`src/logic/cscp_pkg.sv`:
```
// constants and types shared by the class d stage control and protection block
package cscp_pkg;

	localparam int BRIDGES = 2;

	// register addressing, page 0 offsets and the microcontroller window
	localparam logic [7:0] REG_PAGE = 8'h00;
	localparam logic [7:0] UC_BASE_HI = 8'hA0;
	localparam logic [7:0] OFS_A_CTRL = 8'h8A;
	localparam logic [7:0] OFS_A_OPER = 8'h8B;
	localparam logic [7:0] OFS_B_CTRL = 8'h8C;
	localparam logic [7:0] OFS_B_OPER = 8'h8D;
	localparam logic [7:0] OFS_RSVD_ONE = 8'h8E;
	localparam logic [7:0] OFS_RSVD_TWO = 8'h8F;

	// field positions
	localparam int CTRL_EN_BIT = 7;
	localparam int CTRL_TRIP_LSB = 2;
	localparam int OPER_FAULT_BIT = 4;
	localparam int OPER_PROT_OFF_BIT = 6;

	// reset values and writable bits
	localparam logic [7:0] CTRL_RESET = 8'h05;
	localparam logic [7:0] OPER_RESET = 8'h00;
	localparam logic [7:0] OPER_WR_MASK = 8'hCF;
	localparam logic [7:0] READ_NONE = 8'h00;

	// switching rate check
	localparam real CLK_KHZ = 20000.0;
	localparam real PWM_NOM_KHZ = 352.8;
	localparam real PWM_TOL_PCT = 1.0;
	localparam int PWM_MIN_CYC = int'($ceil(CLK_KHZ / (PWM_NOM_KHZ * (1.0 + PWM_TOL_PCT / 100.0))));
	localparam int PWM_MAX_CYC = int'($floor(CLK_KHZ / (PWM_NOM_KHZ * (1.0 - PWM_TOL_PCT / 100.0))));
	localparam int PWM_SLACK_CYC = 1;
	localparam int PWM_CNT_W = 8;

	// short detect level as a fraction of full scale output
	typedef enum logic [1:0] {
		TRIP_10PCT = 2'h0,
		TRIP_14PCT = 2'h1,
		TRIP_16PCT = 2'h2,
		TRIP_20PCT = 2'h3
	} cscp_trip_t;

	// one half-bridge: high side and low side transistor on
	typedef struct packed {
		logic hi;
		logic lo;
	} cscp_gate_t;

	// one normalised register access
	typedef struct packed {
		logic wr;
		logic rd;
		logic [7:0] ofs;
		logic [7:0] wdata;
	} cscp_acc_t;

	// decoded register slot
	typedef struct packed {
		logic hit;
		logic oper;
		logic idx;
	} cscp_dec_t;

endpackage : cscp_pkg

```
`src/logic/cscp_bridge_guard.sv`:
```
// short circuit sensing, protection latch and gate drive for one half-bridge
`timescale 1ns/1ps

module cscp_bridge_guard (
	input wire logic clk,
	input wire logic rst,
	input wire logic short_sense,
	input wire logic enable,
	input wire logic protection_off,
	input wire logic latch_clear,
	input wire logic pwm_timing,
	output cscp_pkg::cscp_gate_t gate_drive,
	output logic fault
);

	////////////////////////////////////////////////////////////////////////////////
	// pin synchroniser and agreement filter

	logic [2:0] sync_reg;
	logic [2:0] sync_next;
	logic short_seen_reg;
	logic short_seen_next;

	always_comb begin
		sync_next = {sync_reg[1:0], short_sense};
		short_seen_next = short_seen_reg;
		if (sync_reg[1] == sync_reg[2]) begin
			short_seen_next = sync_reg[2];
		end
	end

	always_ff @(posedge clk or posedge rst) begin
		if (rst) begin
			sync_reg <= 3'h0;
			short_seen_reg <= 1'b0;
		end else begin
			sync_reg <= sync_next;
			short_seen_reg <= short_seen_next;
		end
	end

	////////////////////////////////////////////////////////////////////////////////
	// protection latch and gate drive

	logic latch_reg;
	logic latch_next;
	logic trip_set;
	logic run;
	cscp_pkg::cscp_gate_t gate_reg;
	cscp_pkg::cscp_gate_t gate_next;

	always_comb begin
		trip_set = short_seen_reg & ~protection_off;
		// a trip in the clearing cycle is kept
		latch_next = trip_set | (latch_reg & ~latch_clear);
		run = enable & ~latch_next;
		gate_next.hi = run & pwm_timing;
		gate_next.lo = run & ~pwm_timing;
	end

	always_ff @(posedge clk or posedge rst) begin
		if (rst) begin
			latch_reg <= 1'b0;
			gate_reg <= '0;
		end else begin
			latch_reg <= latch_next;
			gate_reg <= gate_next;
		end
	end

	assign gate_drive = gate_reg;
	assign fault = latch_reg;
endmodule : cscp_bridge_guard

```
`src/logic/cscp_top.sv`:
```
// register pairs and protection for the two half-bridges of the class d stage
`timescale 1ns/1ps

module cscp_top #(
	parameter int N_BRIDGE = cscp_pkg::BRIDGES
) (
	input wire logic clk,
	input wire logic rst,
	input wire logic [7:0] i2c_page,
	input wire logic [7:0] i2c_ofs,
	input wire logic i2c_wr,
	input wire logic i2c_rd,
	input wire logic [7:0] i2c_wdata,
	output logic [7:0] i2c_rdata,
	input wire logic [15:0] uc_addr,
	input wire logic uc_wr,
	input wire logic uc_rd,
	input wire logic [7:0] uc_wdata,
	output logic [7:0] uc_rdata,
	input wire logic [1:0] pwm_timing,
	input wire logic [1:0] short_sense,
	input wire logic latch_clear,
	output cscp_pkg::cscp_gate_t [1:0] gate_drive,
	output cscp_pkg::cscp_trip_t [1:0] short_trip_level,
	output logic [1:0] fault,
	output logic pwm_rate_ok
);

	////////////////////////////////////////////////////////////////////////////////
	// parameter check

	generate
		if (N_BRIDGE != cscp_pkg::BRIDGES) begin : g_bad_count
			$error("register map serves exactly two half-bridges");
		end
	endgenerate

	////////////////////////////////////////////////////////////////////////////////
	// decoding shared by both access ports

	function automatic cscp_pkg::cscp_dec_t decode(input logic [7:0] ofs);
		cscp_pkg::cscp_dec_t d;
		d = '0;
		unique case (ofs)
			cscp_pkg::OFS_A_CTRL: begin
				d = '{hit: 1'b1, oper: 1'b0, idx: 1'b0};
			end
			cscp_pkg::OFS_B_CTRL: begin
				d = '{hit: 1'b1, oper: 1'b0, idx: 1'b1};
			end
			cscp_pkg::OFS_A_OPER: begin
				d = '{hit: 1'b1, oper: 1'b1, idx: 1'b0};
			end
			cscp_pkg::OFS_B_OPER: begin
				d = '{hit: 1'b1, oper: 1'b1, idx: 1'b1};
			end
			// reserved slots and all else: no storage, read as zero
			default: begin
				d = '0;
			end
		endcase
		return d;
	endfunction : decode

	logic [7:0] ctrl_reg [2];
	logic [7:0] oper_reg [2];
	logic [7:0] ctrl_next [2];
	logic [7:0] oper_next [2];
	logic [1:0] latch_state;

	function automatic logic [7:0] read_byte(input cscp_pkg::cscp_dec_t d,
		input logic [7:0] ctrl_a, input logic [7:0] ctrl_b,
		input logic [7:0] oper_a, input logic [7:0] oper_b, input logic [1:0] flt);
		logic [7:0] v;
		v = cscp_pkg::READ_NONE;
		if (d.hit && !d.oper) begin
			v = d.idx ? ctrl_b : ctrl_a;
		end else if (d.hit) begin
			v = d.idx ? oper_b : oper_a;
			v[cscp_pkg::OPER_FAULT_BIT] = flt[d.idx];
		end
		return v;
	endfunction : read_byte

	////////////////////////////////////////////////////////////////////////////////
	// access ports folded onto one form

	cscp_pkg::cscp_acc_t i2c_acc;
	cscp_pkg::cscp_acc_t uc_acc;
	cscp_pkg::cscp_dec_t i2c_dec;
	cscp_pkg::cscp_dec_t uc_dec;
	logic i2c_here;
	logic uc_here;

	always_comb begin
		i2c_here = (i2c_page == cscp_pkg::REG_PAGE);
		uc_here = (uc_addr[15:8] == cscp_pkg::UC_BASE_HI);
		i2c_acc = '{wr: i2c_wr, rd: i2c_rd, ofs: i2c_ofs, wdata: i2c_wdata};
		uc_acc = '{wr: uc_wr, rd: uc_rd, ofs: uc_addr[7:0], wdata: uc_wdata};
		i2c_dec = i2c_here ? decode(i2c_acc.ofs) : '0;
		uc_dec = uc_here ? decode(uc_acc.ofs) : '0;
	end

	////////////////////////////////////////////////////////////////////////////////
	// register pairs

	always_comb begin
		for (int b = 0; b < 2; b++) begin
			ctrl_next[b] = ctrl_reg[b];
			oper_next[b] = oper_reg[b];
			// the microcontroller write lands last and so wins a collision
			if (i2c_acc.wr && i2c_dec.hit && i2c_dec.idx == b[0]) begin
				if (i2c_dec.oper) begin
					oper_next[b] = (oper_reg[b] & ~cscp_pkg::OPER_WR_MASK)
						| (i2c_acc.wdata & cscp_pkg::OPER_WR_MASK);
				end else begin
					ctrl_next[b] = i2c_acc.wdata;
				end
			end
			if (uc_acc.wr && uc_dec.hit && uc_dec.idx == b[0]) begin
				if (uc_dec.oper) begin
					oper_next[b] = (oper_next[b] & ~cscp_pkg::OPER_WR_MASK)
						| (uc_acc.wdata & cscp_pkg::OPER_WR_MASK);
				end else begin
					ctrl_next[b] = uc_acc.wdata;
				end
			end
		end
	end

	always_ff @(posedge clk or posedge rst) begin
		if (rst) begin
			for (int b = 0; b < 2; b++) begin
				ctrl_reg[b] <= cscp_pkg::CTRL_RESET;
				oper_reg[b] <= cscp_pkg::OPER_RESET;
			end
		end else begin
			for (int b = 0; b < 2; b++) begin
				ctrl_reg[b] <= ctrl_next[b];
				oper_reg[b] <= oper_next[b];
			end
		end
	end

	////////////////////////////////////////////////////////////////////////////////
	// read data

	logic [7:0] i2c_rdata_reg;
	logic [7:0] i2c_rdata_next;
	logic [7:0] uc_rdata_reg;
	logic [7:0] uc_rdata_next;

	always_comb begin
		i2c_rdata_next = i2c_rdata_reg;
		uc_rdata_next = uc_rdata_reg;
		if (i2c_acc.rd) begin
			i2c_rdata_next = read_byte(i2c_dec, ctrl_reg[0], ctrl_reg[1],
				oper_reg[0], oper_reg[1], latch_state);
		end
		if (uc_acc.rd) begin
			uc_rdata_next = read_byte(uc_dec, ctrl_reg[0], ctrl_reg[1],
				oper_reg[0], oper_reg[1], latch_state);
		end
	end

	always_ff @(posedge clk or posedge rst) begin
		if (rst) begin
			i2c_rdata_reg <= 8'h00;
			uc_rdata_reg <= 8'h00;
		end else begin
			i2c_rdata_reg <= i2c_rdata_next;
			uc_rdata_reg <= uc_rdata_next;
		end
	end

	assign i2c_rdata = i2c_rdata_reg;
	assign uc_rdata = uc_rdata_reg;

	////////////////////////////////////////////////////////////////////////////////
	// half-bridges

	for (genvar g = 0; g < 2; g++) begin : g_bridge
		cscp_bridge_guard u_guard (
			.clk(clk),
			.rst(rst),
			.short_sense(short_sense[g]),
			// a latch in the other half-bridge stops this one as well
			.enable(ctrl_reg[g][cscp_pkg::CTRL_EN_BIT] & ~latch_state[1 - g]),
			.protection_off(oper_reg[g][cscp_pkg::OPER_PROT_OFF_BIT]),
			.latch_clear(latch_clear),
			.pwm_timing(pwm_timing[g]),
			.gate_drive(gate_drive[g]),
			.fault(latch_state[g])
		);
		assign short_trip_level[g] =
			cscp_pkg::cscp_trip_t'(ctrl_reg[g][cscp_pkg::CTRL_TRIP_LSB +: 2]);
	end

	assign fault = latch_state;

	////////////////////////////////////////////////////////////////////////////////
	// switching rate watch on the first half-bridge timing

	localparam logic [cscp_pkg::PWM_CNT_W-1:0] CNT_LO =
		cscp_pkg::PWM_CNT_W'(cscp_pkg::PWM_MIN_CYC - cscp_pkg::PWM_SLACK_CYC);
	localparam logic [cscp_pkg::PWM_CNT_W-1:0] CNT_HI =
		cscp_pkg::PWM_CNT_W'(cscp_pkg::PWM_MAX_CYC + cscp_pkg::PWM_SLACK_CYC);
	localparam logic [cscp_pkg::PWM_CNT_W-1:0] CNT_TOP = 8'hFF;
	localparam logic [cscp_pkg::PWM_CNT_W-1:0] CNT_ONE = 8'h01;

	logic [cscp_pkg::PWM_CNT_W-1:0] period_reg;
	logic [cscp_pkg::PWM_CNT_W-1:0] period_next;
	logic pwm_last_reg;
	logic pwm_last_next;
	logic rate_ok_reg;
	logic rate_ok_next;
	logic pwm_rise;

	always_comb begin
		pwm_last_next = pwm_timing[0];
		pwm_rise = pwm_timing[0] & ~pwm_last_reg;
		period_next = (period_reg == CNT_TOP) ? CNT_TOP : period_reg + CNT_ONE;
		rate_ok_next = rate_ok_reg;
		if (pwm_rise) begin
			rate_ok_next = (period_reg >= CNT_LO) && (period_reg <= CNT_HI);
			period_next = CNT_ONE;
		end else if (period_reg > CNT_HI) begin
			rate_ok_next = 1'b0;
		end
	end

	always_ff @(posedge clk or posedge rst) begin
		if (rst) begin
			period_reg <= 8'h00;
			pwm_last_reg <= 1'b0;
			rate_ok_reg <= 1'b0;
		end else begin
			period_reg <= period_next;
			pwm_last_reg <= pwm_last_next;
			rate_ok_reg <= rate_ok_next;
		end
	end

	assign pwm_rate_ok = rate_ok_reg;
endmodule : cscp_top
```
`config.mk`:
```
export PLATFORM = sky130hd
export DESIGN_NAME = cscp_top
export DESIGN_NICKNAME = d
export VERILOG_FILES = /design/src/logic/cscp_pkg.sv /design/src/logic/cscp_bridge_guard.sv /design/src/logic/cscp_top.sv
export SDC_FILE = /design/constraint.sdc
export NUM_CORES = 1
export LEC_CHECK = 0
export ABC_AREA = 1
export BUFFER_PORTS_ARGS = -buffer_cell sky130_fd_sc_hd__buf_2
export CAP_MARGIN = 20
export CORE_UTILIZATION = 56
export DETAILED_ROUTE_END_ITERATION = 16
export PLACE_DENSITY = 0.81
export SLEW_MARGIN = 15
export SYNTH_ARGS = -nofsm -noshare
export SYNTH_HDL_FRONTEND = slang
export SYNTH_SLANG_ARGS = --single-unit
```
`constraint.sdc`:
```
create_clock -name clk -period 2.7 [get_ports clk]
set_input_delay 0.27 -clock clk [delete_from_list [all_inputs] [get_ports clk]]
set_output_delay 0.27 -clock clk [all_outputs]
set_load 0.02 [all_outputs]
```
# After elaboration in Yosys (flattened, before gate mapping)
# Cells that the tools add are included.
[word_totals]
ff_bits = 72
output_inout_bits = 27
[classes]
add_sub_neg = 1
magnitude_cmp = 5
n_eq_ne = 12
muxes = 36
bitwise_logic = 31
n_reduce_logical = 13
[op_table]
columns = ["cell", "count"]
rows = [
  ["2-to-1 mux 8 bit", 26],
  ["== test 8 bit, second input constant", 10],
  ["bitwise OR 6 x 8 -> 8 bit", 4],
  ["one-hot mux 3 bit (4 select lines)", 2],
  ["AND 1 bit", 13],
  ["NOT 1 bit", 12],
  ["logical AND 1 bit", 9],
  ["adder 8 x 1 -> 8 bit, second input constant", 1],
  [">= comparator 8 x 6 -> 1 bit, second input constant", 1],
  ["> comparator 8 x 6 -> 1 bit, second input constant", 1],
  ["less-or-equal comparator 8 x 6 -> 1 bit, second input constant", 1],
  ["zero test 8 bit", 1],
  ["2-to-1 mux 1 bit", 6],
  ["2-to-1 mux 3 bit", 2],
  ["< comparator 1 x 2 -> 1 bit, second input constant", 2],
  ["== test 1 bit", 2],
  ["zero test 1 bit", 2],
  ["bitwise OR 1 bit", 2],
  ["nonzero test 2 bit", 1],
]

# Depth between registers and ports, before layout
[logic_depth]
ltp_word = 9
mapped_depth = 11
mapped_depth_nobuf = 10

# By module
# From an unflattened synthesis, not the netlist that was laid out.
[unflattened]
cells_unflattened = 625
hier_area_um2 = 4305.4
[modules_own_cells]
columns = ["mod", "instances", "cells_each", "area_each_um2", "seq_area_each_um2"]
rows = [
  ["cscp_top", 1, 585, 3832.4, 1356.3],
  ["cscp_bridge_guard", 2, 20, 236.5, 175.2],
]

# Least setup slack after synthesis
# Ideal clock, no wire load.
[synth_timing]
path_type = "input to register"
startpoint = "in i2c_ofs[5]"
endpoint = "reg ctrl_reg[14] in the netlist's numbering"
setup_ns = 0.117
t_arrival_ns = 1.297
t_required_ns = 2.583
slack_ns = 1.286
cell_stages = 9
path_cell_list = "or2_4 > nor2_8 > nand3_2 > buf_6 > buf_6 > nand2_1 > nand3_1 > nand3_1 > nand2_1"
[synth_lines]
columns = ["item", "line_no", "text"]
rows = [
  ["start: declaration", "cscp_top.sv:10", "input wire logic [7:0] i2c_ofs,"],
  ["end signal: indexed assignment", "cscp_top.sv:134", "ctrl_reg[b] <= cscp_pkg::CTRL_RESET;"],
  ["end signal: indexed assignment", "cscp_top.sv:139", "ctrl_reg[b] <= ctrl_next[b];"],
  ["end: declaration", "cscp_top.sv:65", "logic [7:0] ctrl_reg [2];"],
]

==> implementation parameters <==
Parameter                              Value

Outcome
  Run status ... completed

STA
  Final slew viol count ... 0
  Total setup violations reported at the end of the flow ... 0
  Relative max-transition margin ... 52.2%
  Endpoints failing hold ... 0
  Post-route fraction of the period consumed by the critical path ... 64.7%
  Fin crit period ... 1750 ps
  Actual slew at the worst max-slew pin ... 715 ps
  Sum of negative setup slack ... 0 ps
  Hold Slack ... 22.9 ps
  Clock Skews ... 11.4 ps
  Final Worst Setup Slack ... 954 ps
  Unrepaired setup endpoints after global routing ... no
  Upper clock frequency limit ... 0.573 GHz

Synthesis
  YS warnings ... 0
  Flip-flop and latch count after synthesis ... 68
  Synthesized-area fraction occupied by xor and xnor cells ... 0.789%
  Async set-or-reset flop fraction in the synthesized netlist ... 100%
  Sequential fraction of the synthesis area ... 38.5%
  Unique masters post-synth ... 36
  Post-synthesis cell count ... 661
  Area fraction in compound gates after synthesis ... 2.76%
  Simple logic cell fraction of the synthesized area ... 45.1%
  Multiplexer share of the synthesized area ... 0%
  Largest family of logic cells by synthesized area ... simple AND/OR/NAND/NOR gates
  Average cell area after synthesis ... 6.71 sq um
  Count of flip-flops with a built-in enable after synthesis ... 0
  Post-synth top flop ... sky130_fd_sc_hd__dfrtp_1
  Synthesized netlist net count ... 722
  Netlist area before placement ... 0.00444 sq mm
  Post-Synth Adder-Cell Area ... 1.01%

Drt
  Remaining antenna violation count after routing ... 0
  Routed length per placed instance ... 14.0 um
  Total iterations of the first detailed-routing run ... 7
  Vias after detailed routing ... 4451
  Number of vias per cell after detailed routing ... 5.26
  Final wirelength ... 11900 um
  Starting DRC count in detailed routing ... 331
  Remaining DRCs ... 0

Worst setup path
  Required time at the endpoint of the critical path ... 2960 ps
  Crit end category ... flip-flop
  Setup slack of the most critical reg-to-reg path ... 1100 ps
  Kind of launch point of the worst setup path ... input pin
  Worst setup path class ... in -> reg
  Worst Reg-to-Reg Cells ... 7
  Crit path max fanout ... 29
  Data arrival at the endpoint of the critical path ... 2000 ps

Floorplan
  Number of top-level pins ... 86
  Die footprint ... 0.00828 sq mm
  Number of placement rows ... 32
  Core Box Area ... 0.00769 sq mm
  Die Height ... 91.0 um
  Die Width ... 91.0 um
  Starting density of the core ... 57.7%

Final layout
  ANT cells ... 0
  Number of fill cells in the layout ... 706
  Ratio of cells with drive above 1 in the final layout ... 20.8%
  Nets ... 801
  Post-synthesis to final-layout area growth ... 14.7%

Global route
  GRT Residual Overflow ... 0
  Met3 Resource Use GR ... 5.03%
  GRT met2 Usage ... 49.2%
  Via count of the first global-routing pass ... 4255
  Gr usage total ... 30.3%
  Wire length of the first global-routing pass ... 19800 um
  Routing usage on met1 ... 38.7%
  Pin count of the biggest net entering global routing ... 38
  Global-route layer with the greatest usage ... met2
  Antenna violations before repair ... 0

Clocking
  CTS H-tree depth ... 3
  Number of buffers between clock root and the deepest sink ... 2
  Root cell of the clock tree ... sky130_fd_sc_hd__clkbuf_8
  Number of clock buffers inserted by TritonCTS ... 9
  Clock-pin slew on the worst setup and hold paths ... 90 ps
  # hold bufs at CTS ... 0
  CTS tree ... done
  Clock latency at the later pin of the worst-skew pair ... 360 ps
  Number of gates resized after cts ... 0
  Sinks on the clock net ... 68
  Number of buffers inserted by post-CTS setup repair ... 0

Placement
  Input/output buffers ... 85
  Placed wire-length estimate ... 8590 um
  Routability-driven placement congestion ratio ... 0.920
  Pre-CTS WS ... 638 ps

Flow run
  MaxCap Viol Count ... 0

Power
  Leak pwr ... 2.89 nW
  Maximum resistive drop on vdd ... 0.371 mV
  Power Density ... 448 mW/mm^2

Hold path
  Hold WC Path Type ... in -> async
## metal layers
metal | vias up | wire length (um)
li1 | 2193 | -
met1 | 1989 | 5020
met2 | 235 | 5610
met3 | 34 | 864
met4 | 0 | 374
met5 | - | 0
## stage by stage
step           util [%]  power (W)  instances  instance area [sq um]
3_5_place_dp       63.6    0.00142        831                   4890
3_3_place_gp       63.6    0.00140        831                   4890
6_report           66.2    0.00228        847                   5090
2_1_floorplan         -    0.00129        661                   4440
4_1_cts            66.2    0.00229        847                   5090
5_1_grt            66.2    0.00238        847                   5090
## report_power, final
group | internal (W) | switching [W]
clock network | 0.000439 | 0.000443
logic | 0.000116 | 0.000177
registers | 0.00107 | 0.0000377
## worst max-delay path: stages
cell	delay, ps
sky130_fd_sc_hd__buf_2	100
sky130_fd_sc_hd__nor2_1	90
sky130_fd_sc_hd__nand2_1	130
sky130_fd_sc_hd__nor2_8	220
sky130_fd_sc_hd__nand3_2	520
sky130_fd_sc_hd__nor2_1	370
sky130_fd_sc_hd__nor2_1	80
sky130_fd_sc_hd__o21ai_0	220
## area by class of cell
type	instances	area, sq um	area share [%]
Tap cell	102	128	2.51
Clock inverter	7	80.1	1.57
Inverter	102	383	7.52
Clock buffer	9	124	2.43
Timing Repair Buffer	89	468	9.19
Multi-Input combinational cell	470	2200	43.3
Sequential cell	68	1710	33.5
## cell usage after synthesis (2+ instances only)
library cell,n,share of area (%)
sky130_fd_sc_hd__nand4_1,9,1.3
sky130_fd_sc_hd__nand2_1,219,19
sky130_fd_sc_hd__dfstp_2,4,2.4
sky130_fd_sc_hd__a21oi_1,7,0.79
sky130_fd_sc_hd__xor2_1,3,0.59
sky130_fd_sc_hd__inv_2,8,0.68
sky130_fd_sc_hd__buf_6,4,1.0
sky130_fd_sc_hd__nor2_1,82,6.9
sky130_fd_sc_hd__nand3_2,5,1.1
sky130_fd_sc_hd__inv_1,93,7.9
sky130_fd_sc_hd__ha_1,2,0.56
sky130_fd_sc_hd__clkbuf_1,3,0.25
sky130_fd_sc_hd__buf_2,6,0.68
sky130_fd_sc_hd__nor2_4,4,1.0
sky130_fd_sc_hd__nor2_8,2,0.90
sky130_fd_sc_hd__o21ai_0,10,1.1
sky130_fd_sc_hd__maj3_1,2,0.45
sky130_fd_sc_hd__nor2_2,4,0.56
sky130_fd_sc_hd__buf_4,8,1.4
sky130_fd_sc_hd__or2_2,16,2.3
sky130_fd_sc_hd__dfrtp_1,64,36
sky130_fd_sc_hd__nand4_4,2,0.96
sky130_fd_sc_hd__nand3_1,91,10
## path summary, 6_finish.rpt
kind,from,end
max,i2c_page[7],oper_reg[11]
min,rst,uc_rdata[1]
max reg2reg,period_reg[0],period_reg[3]
min reg2reg,g_bridge[1].u_guard.sync_reg[0],g_bridge[1].u_guard.sync_reg[1]
max in group asynchronous,rst,ctrl_reg[4]
min in group clk,short_sense[1],g_bridge[1].u_guard.sync_reg[0]
## cells in the final DEF (no fill, tap or decap), types with 2 or more instances in the layout
cell / netlist / routed
sky130_fd_sc_hd__nor2_8: 2 / 2
sky130_fd_sc_hd__nor2_4: 4 / 4
sky130_fd_sc_hd__clkinvlp_4: 0 / 2
sky130_fd_sc_hd__dfstp_2: 4 / 4
sky130_fd_sc_hd__nand2_1: 219 / 219
sky130_fd_sc_hd__or2_2: 16 / 16
sky130_fd_sc_hd__a21oi_1: 7 / 7
sky130_fd_sc_hd__inv_6: 0 / 4
sky130_fd_sc_hd__ha_1: 2 / 2
sky130_fd_sc_hd__nand4_1: 9 / 9
sky130_fd_sc_hd__dfrtp_1: 64 / 64
sky130_fd_sc_hd__buf_2: 6 / 85
sky130_fd_sc_hd__inv_1: 93 / 92
sky130_fd_sc_hd__nand3_1: 91 / 91
sky130_fd_sc_hd__xor2_1: 3 / 3
sky130_fd_sc_hd__o21ai_0: 10 / 10
sky130_fd_sc_hd__buf_4: 8 / 3
sky130_fd_sc_hd__inv_2: 8 / 9
sky130_fd_sc_hd__nor2_2: 4 / 4
sky130_fd_sc_hd__nand4_4: 2 / 2
sky130_fd_sc_hd__nor2_1: 82 / 82
sky130_fd_sc_hd__nand3_2: 5 / 5
sky130_fd_sc_hd__maj3_1: 2 / 2
sky130_fd_sc_hd__clkbuf_8: 0 / 9
## logic make-up after synthesis
| group | count (synthesis) |
|---|---|
| AND/OR/NAND/NOR | 440 |
| buffers and inverters | 123 |
| flip-flops | 68 |
| AO/OA/AOI/OAI | 22 |
| XOR/XNOR | 4 |
| adder cells (fa/ha/maj) | 4 |
(Power assumes the default switching activity.)
